**src/verilog/gaem_pkg.sv**
```systemverilog
// Package of offsets, field positions and constants for the address and end-string block.
package gaem_pkg;
   // ==========================================================================
   // Register offsets
   localparam logic [8:0] OFS_ADDR_LOAD = 9'h11d;
   localparam logic [8:0] OFS_SEC_READ_EOS = 9'h11f;
   // ==========================================================================
   // Address load and secondary readback field positions
   localparam int BIT_BANK_SEL = 7;
   localparam int BIT_DIS_TALK = 6;
   localparam int BIT_DIS_LISTEN = 5;
   localparam int BIT_EOI_READ = 7;
   // ==========================================================================
   // Bus code offsets
   localparam logic [7:0] TALK_BASE = 8'h40;
   localparam logic [7:0] LISTEN_BASE = 8'h20;
   localparam logic [7:0] SECONDARY_BASE = 8'ha0;
   // ==========================================================================
   // Reset values
   localparam logic [6:0] ADDR_STORE_RESET = 7'h00;
   localparam logic [7:0] EOS_RESET = 8'h00;
   // ==========================================================================
   // Addressing modes
   typedef enum logic [1:0] {
      GAEM_MODE_NONE,
      GAEM_MODE_DUAL1,
      GAEM_MODE_SECOND,
      GAEM_MODE_DUAL3
   } gaem_mode_t;
endpackage

```
**src/verilog/gaem_eos_cmp.sv**
```systemverilog
// End-of-string byte comparator with seven or eight bit width.
`timescale 1ns/1ns
`default_nettype none
module gaem_eos_cmp (
   // Operands
   input wire logic [7:0] i_data,
   input wire logic [7:0] i_pattern,
   input wire logic i_eight_bit,
   // Result
   output logic o_match
);
   always_comb begin
      // Bit 7 is masked out of both sides in seven-bit mode.
      o_match = (i_data[6:0] == i_pattern[6:0]) &&
                (!i_eight_bit || (i_data[7] == i_pattern[7])); // see [RL19]
   end
endmodule
`default_nettype wire

```
**src/verilog/gaem_top.sv**
```systemverilog
// Address recognition and end-of-string detection for the talker/listener core.
// Function
// [RL1] Bit 7 picks primary or secondary store
// [RL2] Software loads both stores in every mode
// [RL3] Talk disable blocks own talk address
// [RL4] Listen disable blocks own listen address
// [RL5] Talk is field+40, listen field+20
// [RL6] Software never writes all-ones address field
// [RL7] Secondary store holds secondary or minor address
// [RL8] Mode 1 single address disables secondary; the code treats mode 1 as dual, with the secondary store as minor address
// [RL9] Mode 2 secondary disables copy primary
// [RL10] Readback bit 7 latches EOI, reset clears
// [RL11] Secondary talk checked only after primary talk
// [RL12] Secondary listen checked after primary listen
// [RL13] Secondary address is field plus A0
// [RL14] Minor talk +40, minor listen +20
// [RL15] Eight-bit pattern, width chosen by config
// [RL16] Listener match sets end flag
// [RL17] Talker match drives EOI low
// [RL18] Primary readback shares load port offset
// [RL19] Seven-bit mode ignores bit 7
`timescale 1ns/1ns
`default_nettype none
module gaem_top (
   // Clock and reset
   input wire logic I_CLOCK,
   input wire logic I_ARST_N,
   // Register port
   input wire logic [8:0] I_REG_ADDR,
   input wire logic I_REG_WR,
   input wire logic I_REG_RD,
   input wire logic [7:0] I_REG_WDATA,
   output logic [7:0] O_REG_RDATA,
   // Configuration from the core
   input wire logic [1:0] I_ADDR_MODE,
   input wire logic I_COMPARE_WIDTH_SELECT,
   input wire logic I_RECEIVE_END_MATCH_ENABLE,
   input wire logic I_TRANSMIT_END_MATCH_ENABLE,
   input wire logic I_CHIP_RESET_CMD,
   // Bus side: command and data bytes
   input wire logic I_CMD_VALID,
   input wire logic [7:0] I_CMD_BYTE,
   input wire logic I_UNADDRESS,
   input wire logic I_DATA_ACCEPT,
   input wire logic [7:0] I_DATA_BYTE,
   input wire logic I_EOI_LINE,
   input wire logic I_DATA_SEND,
   input wire logic [7:0] I_OUTGOING_DATA_BYTE,
   // Status
   output logic O_TALK_ADDRESSED,
   output logic O_LISTEN_ADDRESSED,
   output logic O_END_FLAG_SET,
   output logic O_EOI_N_OUT,
   output logic O_EOI_N_OE
);
   // ==========================================================================
   // Stores
   logic [6:0] prim_q, prim_d;
   logic [6:0] sec_q, sec_d;
   logic [7:0] eos_q, eos_d;
   logic eoi_q, eoi_d;
   logic tpas_q, tpas_d;
   logic lpas_q, lpas_d;
   logic talk_q, talk_d;
   logic listen_q, listen_d;
   logic endf_q, endf_d;
   logic [7:0] rdata_q, rdata_d;
   logic rx_match;
   logic tx_match;
   logic dual;
   logic wr_addr;
   logic wr_eos;

   assign dual = (I_ADDR_MODE == gaem_pkg::GAEM_MODE_DUAL1) ||
                 (I_ADDR_MODE == gaem_pkg::GAEM_MODE_DUAL3); // see [RL7]
   assign wr_addr = I_REG_WR && (I_REG_ADDR == gaem_pkg::OFS_ADDR_LOAD);
   assign wr_eos = I_REG_WR && (I_REG_ADDR == gaem_pkg::OFS_SEC_READ_EOS);

   function automatic logic [7:0] code_of(input logic [6:0] store, input logic [7:0] base);
      code_of = base + {3'h0, store[4:0]};
   endfunction

   // ==========================================================================
   // Register writes and readback
   always_comb begin
      prim_d = prim_q;
      sec_d = sec_q;
      eos_d = eos_q;
      if (wr_addr) begin
         if (I_REG_WDATA[gaem_pkg::BIT_BANK_SEL]) begin
            sec_d = I_REG_WDATA[6:0]; // see [RL1]
         end else begin
            prim_d = I_REG_WDATA[6:0]; // see [RL1]
         end
      end
      if (wr_eos) begin
         eos_d = I_REG_WDATA; // see [RL15]
      end
      rdata_d = 8'h00;
      if (I_REG_RD && (I_REG_ADDR == gaem_pkg::OFS_ADDR_LOAD)) begin
         rdata_d = {1'b0, prim_q}; // see [RL18]
      end else if (I_REG_RD && (I_REG_ADDR == gaem_pkg::OFS_SEC_READ_EOS)) begin
         rdata_d = {eoi_q, sec_q}; // see [RL10]
      end
   end

   always_ff @(posedge I_CLOCK or negedge I_ARST_N) begin
      if (!I_ARST_N) begin
         prim_q <= gaem_pkg::ADDR_STORE_RESET;
         sec_q <= gaem_pkg::ADDR_STORE_RESET;
         eos_q <= gaem_pkg::EOS_RESET;
         rdata_q <= 8'h00;
      end else begin
         prim_q <= prim_d;
         sec_q <= sec_d;
         eos_q <= eos_d;
         rdata_q <= rdata_d;
      end
   end

   // ==========================================================================
   // Address recognition
   always_comb begin
      tpas_d = tpas_q;
      lpas_d = lpas_q;
      talk_d = talk_q;
      listen_d = listen_q;
      if (I_UNADDRESS) begin
         tpas_d = 1'b0;
         lpas_d = 1'b0;
         talk_d = 1'b0;
         listen_d = 1'b0;
      end else if (I_CMD_VALID) begin
         // A fresh primary command ends any pending secondary wait.
         if (I_CMD_BYTE[7:5] != 3'b101) begin
            tpas_d = 1'b0;
            lpas_d = 1'b0;
         end
         if (!prim_q[gaem_pkg::BIT_DIS_TALK] &&
             I_CMD_BYTE == code_of(prim_q, gaem_pkg::TALK_BASE)) begin // see [RL3] [RL5]
            if (dual) begin
               talk_d = 1'b1;
            end else begin
               tpas_d = 1'b1;
            end
         end
         if (!prim_q[gaem_pkg::BIT_DIS_LISTEN] &&
             I_CMD_BYTE == code_of(prim_q, gaem_pkg::LISTEN_BASE)) begin // see [RL4] [RL5]
            if (dual) begin
               listen_d = 1'b1;
            end else begin
               lpas_d = 1'b1;
            end
         end
         if (dual && !sec_q[gaem_pkg::BIT_DIS_TALK] &&
             I_CMD_BYTE == code_of(sec_q, gaem_pkg::TALK_BASE)) begin // see [RL14]
            talk_d = 1'b1;
         end
         if (dual && !sec_q[gaem_pkg::BIT_DIS_LISTEN] &&
             I_CMD_BYTE == code_of(sec_q, gaem_pkg::LISTEN_BASE)) begin // see [RL14]
            listen_d = 1'b1;
         end
         if (!dual && I_CMD_BYTE == code_of(sec_q, gaem_pkg::SECONDARY_BASE)) begin // see [RL13]
            if (tpas_q && !sec_q[gaem_pkg::BIT_DIS_TALK]) begin // see [RL11]
               talk_d = 1'b1;
            end
            if (lpas_q && !sec_q[gaem_pkg::BIT_DIS_LISTEN]) begin // see [RL12]
               listen_d = 1'b1;
            end
         end
      end
   end

   always_ff @(posedge I_CLOCK or negedge I_ARST_N) begin
      if (!I_ARST_N) begin
         tpas_q <= 1'b0;
         lpas_q <= 1'b0;
         talk_q <= 1'b0;
         listen_q <= 1'b0;
      end else begin
         tpas_q <= tpas_d;
         lpas_q <= lpas_d;
         talk_q <= talk_d;
         listen_q <= listen_d;
      end
   end

   // ==========================================================================
   // End-of-string and EOI
   gaem_eos_cmp u_rx_cmp (
      .i_data(I_DATA_BYTE),
      .i_pattern(eos_q),
      .i_eight_bit(I_COMPARE_WIDTH_SELECT),
      .o_match(rx_match)
   );
   gaem_eos_cmp u_tx_cmp (
      .i_data(I_OUTGOING_DATA_BYTE),
      .i_pattern(eos_q),
      .i_eight_bit(I_COMPARE_WIDTH_SELECT),
      .o_match(tx_match)
   );

   always_comb begin
      eoi_d = eoi_q;
      // A byte accepted in the reset-command cycle still latches its EOI.
      if (I_CHIP_RESET_CMD) begin
         eoi_d = 1'b0;
      end
      if (I_DATA_ACCEPT) begin
         eoi_d = I_EOI_LINE; // see [RL10]
      end
      endf_d = I_DATA_ACCEPT && listen_q && I_RECEIVE_END_MATCH_ENABLE && rx_match; // see [RL16]
   end

   always_ff @(posedge I_CLOCK or negedge I_ARST_N) begin
      if (!I_ARST_N) begin
         eoi_q <= 1'b0;
         endf_q <= 1'b0;
      end else begin
         eoi_q <= eoi_d;
         endf_q <= endf_d;
      end
   end

   // EOI is open drain: enable low while pulling the line low.
   always_comb begin
      O_EOI_N_OUT = 1'b0;
      O_EOI_N_OE = !(I_DATA_SEND && talk_q && I_TRANSMIT_END_MATCH_ENABLE && tx_match); // see [RL17]
   end

   assign O_REG_RDATA = rdata_q;
   assign O_TALK_ADDRESSED = talk_q;
   assign O_LISTEN_ADDRESSED = listen_q;
   assign O_END_FLAG_SET = endf_q;
endmodule
`default_nettype wire

```
**config.mk**
```make
export PLATFORM = sky130hd
export DESIGN_NAME = gaem_top
export DESIGN_NICKNAME = d
export VERILOG_FILES = /design/src/verilog/gaem_pkg.sv /design/src/verilog/gaem_eos_cmp.sv /design/src/verilog/gaem_top.sv
export SDC_FILE = /design/constraint.sdc
export NUM_CORES = 1
export LEC_CHECK = 0
export BUFFER_PORTS_ARGS = -buffer_cell sky130_fd_sc_hd__buf_2
export CORE_MARGIN = 10
export CORE_UTILIZATION = 52
export DETAILED_ROUTE_END_ITERATION = 6
export PLACE_DENSITY = 0.93
export SLEW_MARGIN = 20
export SYNTH_ARGS = -nofsm -noshare
export SYNTH_HDL_FRONTEND = slang
export SYNTH_SLANG_ARGS = --single-unit
```
**constraint.sdc**
```tcl
create_clock -name I_CLOCK -period 3.7 [get_ports I_CLOCK]
set_input_delay 0.37 -clock I_CLOCK [delete_from_list [all_inputs] [get_ports I_CLOCK]]
set_output_delay 0.37 -clock I_CLOCK [all_outputs]
set_load 0.01 [all_outputs]
```
**Word-level counts from Yosys, hierarchy flattened**

Cells that the tools add are included.

- Reductions and logical operators: 35
- Eq/ne operators: 14
- Bitwise operators: 1
- Add/sub/neg operators: 5
- Mux-type cells: 28

Operators by type and width:

| kind | number |
|---|---|
| $mux 1 | 26 |
| $eq 8x8->1 | 3 |
| $logic_and 1x1->1 | 21 |
| $eq 9x9->1 const B | 2 |
| $add 7x5->8 const A | 2 |
| $eq 8x7->1 | 2 |
| $mux 8 | 2 |
| $add 6x5->7 const A | 2 |
| $eq 7x7->1 | 2 |
| $add 8x5->8 const A | 1 |
| $logic_not 1->1 | 7 |
| $reduce_and 2->1 | 2 |
| $reduce_bool 2->1 | 2 |
| $logic_or 1x1->1 | 3 |
| $ne 3x3->1 const B | 1 |
| $eq 1x1->1 | 2 |
| $eq 2x1->1 const B | 1 |
| $eq 2x2->1 const B | 1 |
| $not 1->1 | 1 |

- Register bits after elaboration: 36
- Logic and storage cells: 93

**Logic depth before layout (Yosys ltp)**

Gate-level depths: netlist of the first run.

- Word-level depth: 9
- Gate-level depth with buffers: 5

**By module**

Synthesis of the first run repeated with hierarchy kept, for this count alone.

- Cells, all modules: 144
- Area, all modules: 1805.5 µm²

Modules (own cells, without submodules):

| module | times used | area an instance (µm²) | cells each |
|---|---|---|---|
| gaem_top | 1 | 1617.8 | 122 |
| gaem_eos_cmp | 2 | 93.8 | 11 |

**Worst setup path after synthesis of the first run**

Ideal clock, no wire load.

- Path kind: input -> register
- Start: input port I_REG_ADDR[3]
- End: register prim_q[0]
- Stages on the path: 5
- Slack: 2079 ps
- Path buffers: 1
- Library setup time: 125 ps
- Arrival: 1496 ps
- Cells stage by stage: nand4_1 -> nor4_4 -> and4bb_1 -> buf_6 -> mux2_2

- Longest elaborated chain between the ends: 3

Ends and longest elaborated chain:

| what | RTL line | RTL |
|---|---|---|
| start: declaration | gaem_top.sv:29 | `input wire logic [8:0] I_REG_ADDR,` |
| $eq 9x9->1 | gaem_top.sv:76 | `assign wr_addr = I_REG_WR && (I_REG_ADDR == gaem_pkg::OFS_ADDR_LOAD);` |
| $logic_and 1x1->1 | gaem_top.sv:76 |  |
| $reduce_and 2->1 (no source line) | - |  |
| end signal: assignment | gaem_top.sv:109 | `prim_q <= gaem_pkg::ADDR_STORE_RESET;` |
| end signal: assignment | gaem_top.sv:114 | `prim_q <= prim_d;` |
| end: declaration | gaem_top.sv:58 | `logic [6:0] prim_q, prim_d;` |

Every way passes these cells.
A chain may end at the register's enable or synchronous reset.

**Worst setup path after layout of the first run**

- Start: register eos_q[0]
- End: output port O_EOI_N_OE

- Longest elaborated chain between the ends: 4

Ends and longest elaborated chain:

| what | RTL line | RTL |
|---|---|---|
| start: declaration | gaem_top.sv:60 | `logic [7:0] eos_q, eos_d;` |
| start signal: assignment | gaem_top.sv:111 | `eos_q <= gaem_pkg::EOS_RESET;` |
| start signal: assignment | gaem_top.sv:116 | `eos_q <= eos_d;` |
| $eq 7x7->1 | gaem_eos_cmp.sv:14 | `o_match = (i_data[6:0] == i_pattern[6:0]) &&` |
| $logic_and 1x1->1 | gaem_eos_cmp.sv:14 |  |
| $logic_and 1x1->1 | gaem_top.sv:228 | `O_EOI_N_OE = !(I_DATA_SEND && talk_q && I_TRANSMIT_END_MATCH_ENABLE && tx_match);` |
| $logic_not 1->1 | gaem_top.sv:228 |  |
| end: declaration | gaem_top.sv:54 | `output logic O_EOI_N_OE` |

Every way passes these cells.

==> flow_metrics.env, run 1 <==
export IMPL_die_w_um=79.25
export IMPL_firstDrtPassIters=4
export IMPL_dp_hpwl_um=3850
export IMPL_syn_avg_cell_area_um2=12.42
export IMPL_endpoint_kind="primary output"
export IMPL_clk_pin_slew_ps=100
export IMPL_cts_sinks=36
export IMPL_dr_first_iter_drc_count=102
export IMPL_slew_violations=0
export IMPL_vias=1412
export IMPL_p_per_area_mw_per_mm2=303.7
export IMPL_routed_wl_um=4629
export IMPL_post_cts_resize_count=0
export IMPL_cts_max_level=2
export IMPL_whs_ps=83.19
export IMPL_antenna_found_initial=0
export IMPL_cts_root_buf="clkbuf_4"
export IMPL_synth_main_ff_cell="dfrtp_1"
export IMPL_fin_skew_ps=3.278
export IMPL_die_area_mm2=0.006281
export IMPL_drive_gt1_share_pct=45.83
export IMPL_status="completed"
export IMPL_grt_max_degree=37
export IMPL_final_common_cell="buf_2"
export IMPL_wl_per_cell_um=17.67
export IMPL_start_util_pct=54.28
export IMPL_synth_yosys_warnings=0
export IMPL_cts_setup_buffers=0
export IMPL_ant_nets=0
export IMPL_grt_overflow=0
export IMPL_synthTopCellsByArea="dfrtp_1, mux2_2, xor2_1"
export IMPL_worstPathRequired_ps=3330
export IMPL_clk_latency_ps=350
export IMPL_max_slew_margin_pct=48.89
export IMPL_setup_tns_final_ps=0
export IMPL_tightest_slew_ps=766.7
export IMPL_cts_made_buffers=5
export IMPL_async_reset_ff_share_pct=100.0
export IMPL_dp_slack_ps=1776
export IMPL_final_area_mm2=0.002231
export IMPL_cts_hold_buf=0
export IMPL_vias_per_cell=5.389
export IMPL_yosysTopAreaCell="dfrtp_1"
export IMPL_synth_edf_count=0
export IMPL_diodes=0
export IMPL_synth_cell_type_count=38
export IMPL_fin_cells=262
export IMPL_p_leak_nw=1.187
export IMPL_vdd_drop_max_mv=0.2028
export IMPL_syn_nets=203
export IMPL_port_buffers=66
export IMPL_place_congestion=0.8365
export IMPL_hp_class="primary input to async pin"
export IMPL_syn_inst=147
export IMPL_clk_path_buf_depth=2
export IMPL_pwr_share_clk_pct=28.4
export IMPL_synthesis_area_mm2=0.001826
export IMPL_dpl_cell_area_mm2=0.002185
export IMPL_area_delta_synth_final_pct=22.21
export IMPL_grt_pass1_vias=1656
export IMPL_internal_power_w=0.0005081
export IMPL_yosysSeqAreaShare_pct=49.35
export IMPL_critical_path_class="flip-flop to primary output"
export IMPL_place_inst=255
export IMPL_num_io_pins=69
export IMPL_p_sw_share_pct=25.01
export IMPL_finalHoldViolCount=0
export IMPL_cts_tree="built"
export IMPL_die_y_um=79.25
export IMPL_fp_row_count=21
export IMPL_worstPathArrival_ps=1620
export IMPL_seqPwrFrac_pct=59.7
export IMPL_nFillCells=277
export IMPL_rrSetupSlack_ps=2010
export IMPL_fmax_ghz=0.5030
export IMPL_power_switching_w=0.0001694
export IMPL_rsz0062_at_grt="false"
export IMPL_reg2reg_from="prim_q[3]"
export IMPL_power_frac_comb_pct=11.9
export IMPL_period_share_pct=53.74
export IMPL_nets=272
export IMPL_worst_r2r_path_depth=4
export IMPL_drc=0
export IMPL_regToRegEndpoint="O_LISTEN_ADDRESSED"
export IMPL_synth_ff_latch_count=36
export IMPL_grtUsageTotal_pct=15.68
export IMPL_synth_top_area_share_pct=49.35
export IMPL_core_mm2=0.003363
export IMPL_final_cell_mix="buf_2, dfrtp_1, mux2_2, xor2_1, xnor2_1"
export IMPL_critPathLaunchType="flip-flop"
export IMPL_min_period_ps=1988
export IMPL_grt_pass1_wl_um=7659
export IMPL_path_max_fanout=3
export IMPL_maxCapViolations=0
export IMPL_layout_setup_ws_ps=1712
export IMPL_setup_violations_final=0
==> cell families after synthesis <==
| logic type | count (synthesis) | share of synthesized area, % |
|---|---|---|
| buffers and inverters | 5 | 1.781 |
| and+or+nand+nor | 41 | 15.49 |
| other | 1 | 0.2054 |
| AOI/OAI and AO/OA | 16 | 7.128 |
| xor gates and xnor gates | 26 | 12.47 |
| DFF | 36 | 49.35 |
| muxes | 22 | 13.57 |
==> layout make-up <==
| class | instances | area (µm²) | share of cell area [%] |
|---|---|---|---|
| clock buffer | 6 | 41.29 | 1.851 |
| sequential | 36 | 900.9 | 40.38 |
| timing repair buffer | 66 | 330.3 | 14.81 |
| tap | 46 | 57.56 | 2.580 |
| clock inverter | 1 | 5.005 | 0.2243 |
| inverter | 1 | 3.754 | 0.1683 |
| multi-input combinational | 106 | 892.1 | 39.99 |
==> power groups by stage <==
stage | Combinational [W] | Sequential [W] | Clock (W)
finish | 0.0000808 | 0.000404 | 0.000192
global route | 0.0000889 | 0.000405 | 0.000214
global placement | 0.0000766 | 0.000411 | 0
detailed placement | 0.0000809 | 0.000412 | 0
floorplan | 0.0000303 | 0.000410 | 0
CTS | 0.0000813 | 0.000404 | 0.000197
==> worst max-delay path, cell delays in order (launching register included) <==
cell	delay (ps)
dfrtp_1	440
xnor2_1	170
nand4_1	100
a2111oi_0	330
nand2_1	90
buf_2	150
==> stage by stage <==
step	utilization, %	total power [W]
floorplan	-	0.0004407
global placement	64.96	0.0004881
CTS	66.33	0.0006824
detailed placement	64.96	0.0004928
finish	66.33	0.0006775
global route	66.33	0.0007078
==> synthesized netlist by cell type, types with 4 or more instances <==
library cell	n
dfrtp_1	36
mux2_2	22
nor4_1	4
nand2b_1	4
nand2_1	4
nand4_1	6
xnor2_1	9
a22o_1	8
nor2_1	4
xor2_1	17
==> metal layers <==
layer  vias up  share of wire, %  GRT usage [%]
met1       683                38          15.47
met4         0               2.6          8.423
met3        13               6.4          5.180
met5         -                 0              0
met2        42                53          28.38
li1        674                 -              -
==> worst max path at each step <==
| stage | endpoint | cells after the start | start | slack (ps) |
|---|---|---|---|---|
| finish | O_EOI_N_OE | 5 | eos_q[0] | 1710 |
| global route | O_EOI_N_OE | 5 | eos_q[0] | 1640 |
| CTS | O_EOI_N_OE | 5 | eos_q[0] | 1690 |
| detailed placement | prim_q[1] | 5 | I_REG_ADDR[3] | 1780 |
| global placement | prim_q[5] | 5 | I_REG_ADDR[3] | 1810 |
| floorplan | prim_q[0] | 5 | I_REG_ADDR[3] | 2080 |
==> flip-flops by register name (all words and copies together) (netlist names) <==
| name | cells |
|---|---|
| O_TALK_ADDRESSED | 1 |
| O_END_FLAG_SET | 1 |
| lpas_q | 1 |
| eoi_q | 1 |
| sec_q | 7 |
| tpas_q | 1 |
| O_REG_RDATA | 8 |
| prim_q | 7 |
| O_LISTEN_ADDRESSED | 1 |
| eos_q | 8 |
(Power assumes the default switching activity.)
==> run 2, diff against run 1 <==
- CORE_UTILIZATION: 52 -> 44
- PLACE_DENSITY: 0.93 -> 0.85
- clock period: 3.7 -> 1.6 ns (I/O delays scaled with it)
==> run 2 against run 1 <==
  * Sequential share of layout area down 1.9 points
  * Total power rose to 2.6 times the previous value
  * Wire length down 2.8%
  * Largest cell class unchanged
==> flow_metrics.env, run 2 (synthesis gave the netlist of run 1 again) <==
export IMPL_status="completed"
export IMPL_wl_per_cell_um=16.42
export IMPL_cts_tree="built"
export IMPL_period_share_pct=99.01
export IMPL_drive_gt1_share_pct=47.32
export IMPL_wl_met3_um=288
export IMPL_clk_pin_slew_ps=60
export IMPL_finalHoldViolCount=0
export IMPL_rsz0062_at_grt="true"
export IMPL_cts_made_buffers=5
export IMPL_worstPathRequired_ps=1440
export IMPL_firstDrtPassIters=5
export IMPL_cts_max_level=2
export IMPL_wl_met1_um=1842
export IMPL_dp_hpwl_um=3636
export IMPL_crit_slowest_cell="dfrtp_1"
export IMPL_slew_violations=0
export IMPL_die_w_um=84.41
export IMPL_grt_pass1_wl_um=7224
export IMPL_cts_sinks=36
export IMPL_fp_row_count=23
export IMPL_num_io_pins=69
export IMPL_crit_path_max_incr_delay_ps=420
export IMPL_cts_root_buf="clkbuf_8"
export IMPL_setup_violations_final=0
export IMPL_vias=1412
export IMPL_place_congestion=0.8689
export IMPL_dp_slack_ps=36.70
export IMPL_final_cell_mix="buf_2, dfrtp_1, mux2_2, xor2_1, xnor2_1"
export IMPL_clk_path_buf_depth=2
export IMPL_layout_setup_ws_ps=15.91
export IMPL_vias_per_cell=5.153
export IMPL_ant_nets=0
export IMPL_cp_cell_sequence="xor2_1, a2111oi_2, nand2_1, buf_2"
export IMPL_vdd_drop_max_mv=0.4803
export IMPL_routed_wl_um=4498
export IMPL_drc=0
export IMPL_grt_max_degree=37
export IMPL_min_period_ps=1584
export IMPL_area_delta_synth_final_pct=28.24
export IMPL_antenna_found_initial=0
export IMPL_clk_latency_ps=290
export IMPL_fin_skew_ps=2.623
export IMPL_die_y_um=84.41
export IMPL_core_mm2=0.004000
export IMPL_diodes=0
export IMPL_endpoint_kind="primary output"
export IMPL_dr_first_iter_drc_count=70
export IMPL_critPathLaunchType="flip-flop"
export IMPL_grtUsageTotal_pct=12.38
export IMPL_nets=279
export IMPL_cp_top_family="flip-flops"
export IMPL_p_leak_nw=1.240
export IMPL_critical_path_class="flip-flop to primary output"
export IMPL_routed_top_layer="met4"
export IMPL_port_buffers=66
export IMPL_grt_overflow=0
export IMPL_die_area_mm2=0.007125
export IMPL_maxCapViolations=0
export IMPL_whs_ps=65.88
export IMPL_dr_wl_met2_um=2304
export IMPL_path_max_fanout=3
export IMPL_fmax_ghz=0.6313
export IMPL_start_util_pct=45.64
export IMPL_path_buf_inv=1
export IMPL_grt_pass1_vias=1591
export IMPL_final_common_cell="buf_2"
export IMPL_worstPathArrival_ps=1420
export IMPL_hp_class="primary input to flip-flop"
export IMPL_p_per_area_mw_per_mm2=758.6
==> run 2: path summary, 6_finish.rpt <==
| check | from | slack (ps) | cells after the start | end |
|---|---|---|---|---|
| min in group asynchronous | I_ARST_N | 430 | 3 | lpas_q |
| max | eos_q[7] | 20 | 4 | O_EOI_N_OE |
| min | I_UNADDRESS | 70 | 2 | lpas_q |
| max reg2reg | prim_q[3] | 200 | 5 | O_LISTEN_ADDRESSED |
| min reg2reg | eoi_q | 490 | 1 | O_REG_RDATA[7] |
| max in group asynchronous | I_ARST_N | 850 | 3 | tpas_q |
==> run 2: final cells by class <==
cell class	count	area [µm²]
inverters	1	3.754
clock buffers	8	90.09
well taps	50	62.56
fillers	336	1659
multi-input cells	106	898.4
flip-flops and latches	36	900.9
repair buffers	73	385.4
==> run 2: routing by layer <==
metal,vias up,global-route usage [%]
li1,688,-
met1,668,13.02
met2,48,21.65
met3,8,5.411
met4,0,4.042
met5,-,0
==> run 2: worst reg2reg max path: cells and delay by family, from the launching register on <==
family / cells / cell delay [ps]
AOI/OAI and AO/OA: 2 / 270
xor gates and xnor gates: 1 / 170
buffers and inverters: 1 / 170
DFF: 1 / 410
and+or+nand+nor: 1 / 280
==> run 2: per-stage QoR <==
step	cells	cell area, µm²	util, %	total power, W	setup TNS [ps]
final	274	2341	58.52	0.001776	0
after global routing	274	2341	58.52	0.001860	-77.37
after CTS	273	2333	58.34	0.001789	0
after detailed placement	263	2220	55.49	0.001139	0
after global placement	263	2220	55.49	0.001134	0
after floorplan	147	1826	-	0.001019	0
==> run 2: power breakdown <==
group / leakage [nW] / switching [W] / total (W) / internal [W]
clock network: 0.0455 / 0.000298 / 0.000648 / 0.000351
logic: 0.695 / 0.0000953 / 0.000193 / 0.0000973
registers: 0.500 / 0.0000122 / 0.000935 / 0.000923
total: 1.24 / 0.000405 / 0.00178 / 0.00137
==> run 2: repair_timing <==
item | in CTS | in global routing
hold endpoints to repair | 36 | 0
setup endpoints to repair | 1 | 1
hold buffers | 1 | 0
pin swaps | 2 | 0
buffers inserted | 1 | 1
resized for setup | 2 | 0
==> run 3, diff against run 2 <==
- ABC_CLOCK_PERIOD_IN_PS: default -> 1790
- CORE_UTILIZATION: 44 -> 49
- GPL_TIMING_DRIVEN: default -> 0
- PLACE_DENSITY: 0.85 -> 0.89
- clock period: 1.6 -> 1.79 ns (I/O delays scaled with it)
==> run 3 against run 2 <==
  * Worst hold slack gained 36 ps
  * Design area decreased by 0.53%
  * Via count up 1.5%
  * Combinational power decreased by 12%
  * Clock skew is 0.99 ps higher
  * Cell count down 1.8%
  * Setup slack gained 71 ps
  * Utilization increased by 5.6 points
  * Clock-buffer cell count is 1 lower
  * First-iteration DRC count is 36% higher
  * Largest power group unchanged
  * Highest routed layer unchanged
==> flow_metrics.env, run 3 (synthesis gave the netlist of run 1 again) <==
export IMPL_status="completed"
export IMPL_slew_violations=0
export IMPL_wl_met1_um=1723
export IMPL_firstDrtPassIters=4
export IMPL_port_buffers=66
export IMPL_die_w_um=81.04
export IMPL_cts_max_level=2
export IMPL_vias_per_cell=5.327
export IMPL_worstPathRequired_ps=1610
export IMPL_wl_per_cell_um=16.48
export IMPL_dpl_cell_area_mm2=0.002216
export IMPL_clk_path_buf_depth=2
export IMPL_worstPathArrival_ps=1520
export IMPL_power_frac_comb_pct=10.6
export IMPL_hp_class="primary input to flip-flop"
export IMPL_maxCapViolations=0
export IMPL_final_cell_mix="buf_2, dfrtp_1, mux2_2, xor2_1, xnor2_1"
export IMPL_grt_overflow=0
export IMPL_ant_nets=0
export IMPL_clk_latency_ps=280
export IMPL_power_switching_w=0.0003597
export IMPL_fin_skew_ps=3.610
export IMPL_min_period_ps=1703
export IMPL_cts_sinks=36
export IMPL_vias=1433
export IMPL_pwr_share_clk_pct=37.5
export IMPL_cts_root_buf="clkbuf_8"
export IMPL_critical_path_class="flip-flop to primary output"
export IMPL_cts_made_buffers=5
export IMPL_place_congestion=0.9176
export IMPL_start_util_pct=50.24
export IMPL_final_area_mm2=0.002328
export IMPL_grt_pass1_wl_um=6755
export IMPL_antenna_found_initial=0
export IMPL_setup_violations_final=0
export IMPL_path_max_fanout=3
export IMPL_critPathLaunchType="flip-flop"
export IMPL_drc=0
export IMPL_nets=277
export IMPL_vdd_drop_max_mv=0.5060
export IMPL_die_y_um=81.04
export IMPL_seqPwrFrac_pct=51.9
export IMPL_fp_row_count=22
export IMPL_endpoint_kind="primary output"
export IMPL_fmax_ghz=0.5873
export IMPL_finalHoldViolCount=0
export IMPL_p_per_area_mw_per_mm2=692.2
export IMPL_dr_wl_met2_um=2248
export IMPL_routed_top_layer="met4"
export IMPL_diodes=0
export IMPL_crit_slowest_cell="dfrtp_1"
export IMPL_wl_met3_um=408
export IMPL_grtUsageTotal_pct=13.38
export IMPL_max_slew_margin_pct=48.65
export IMPL_p_sw_share_pct=22.32
export IMPL_rsz0062_at_grt="false"
export IMPL_die_area_mm2=0.006567
export IMPL_p_leak_nw=1.235
export IMPL_dr_first_iter_drc_count=95
export IMPL_crit_path_max_incr_delay_ps=440
export IMPL_routed_wl_um=4433
export IMPL_rrSetupSlack_ps=160
export IMPL_setup_tns_final_ps=0
export IMPL_tightest_slew_ps=770.3
export IMPL_internal_power_w=0.001252
export IMPL_grt_max_degree=37
export IMPL_period_share_pct=95.12
export IMPL_clk_pin_slew_ps=70
export IMPL_drive_gt1_share_pct=47.51
export IMPL_core_mm2=0.003633
export IMPL_num_io_pins=69
export IMPL_cts_setup_buffers=0
export IMPL_area_delta_synth_final_pct=27.55
export IMPL_cts_tree="built"
export IMPL_final_common_cell="buf_2"
export IMPL_cp_cell_sequence="xnor2_1, nand4_1, a2111oi_2, nand2_1, buf_2"
export IMPL_grt_pass1_vias=1488
==> run 3: cell types whose count changed in the layout (fill, tap and decap cells not counted), sizes merged <==
cell | before | now
buf | 72 | 69
==> run 3: critical path, delay by kind of cell (launching register included) <==
kind	cells	cell delay, ps
flops	1	440
compound gates	1	230
simple gates	2	210
xor+xnor	1	210
buf+inv	1	140
==> run 3: repair_timing <==
item | CTS | global route
hold endpoints to repair | 36 | 0
setup endpoints to repair | 1 | 1
hold buffers | 1 | 0
pin swaps | 0 | 0
resized for setup | 1 | 1
==> run 3: area by class of cell <==
type	count	area (µm²)
Multi-Input combinational cell	106	898.4
Timing Repair Buffer	67	340.3
Fill cell	304	1305
Clock buffer	7	96.34
Buffer	4	28.78
Inverter	1	3.754
Sequential cell	36	900.9
Tap cell	48	60.06
==> run 3: power by group through the flow <==
| stage | combinational (W) | sequential [W] | clock, W |
|---|---|---|---|
| after floorplan | 0.0000626 | 0.000848 | 0 |
| after global placement | 0.000162 | 0.000850 | 0 |
| after detailed placement | 0.000168 | 0.000851 | 0 |
| after CTS | 0.000171 | 0.000836 | 0.000621 |
| after global routing | 0.000188 | 0.000837 | 0.000653 |
| final | 0.000170 | 0.000836 | 0.000605 |
==> run 3: routing by layer <==
metal / global-route usage, % / up-vias
met5: 0 / -
met3: 4.746 / 5
met2: 23.81 / 59
met4: 4.844 / 0
li1: - / 689
met1: 14.31 / 680
==> run 3: path summary, 6_finish.rpt <==
| kind | from | to | cells after the start |
|---|---|---|---|
| min in group asynchronous | I_ARST_N | eoi_q | 2 |
| worst min-delay path | I_UNADDRESS | lpas_q | 2 |
| worst max register to register | prim_q[3] | O_LISTEN_ADDRESSED | 4 |
| worst min register to register | eoi_q | eoi_q | 1 |
| worst max-delay path | eos_q[0] | O_EOI_N_OE | 5 |
| max in group asynchronous | I_ARST_N | sec_q[3] | 2 |
==> run 3: per-stage QoR <==
| stage | util [%] | std cells | power, W | hold WS (ps) | setup WS [ps] |
|---|---|---|---|---|---|
| after CTS | 63.95 | 269 | 0.001628 | 89.64 | 22.80 |
| after global placement | 60.98 | 261 | 0.001012 | 290.4 | 197.6 |
| final | 64.08 | 269 | 0.001612 | 101.5 | 87.39 |
| after global routing | 64.08 | 269 | 0.001678 | 116.7 | 28.93 |
| after detailed placement | 60.98 | 261 | 0.001019 | 295.6 | 174.1 |
| after floorplan | - | 147 | 0.0009109 | -116.6 | 360.4 |
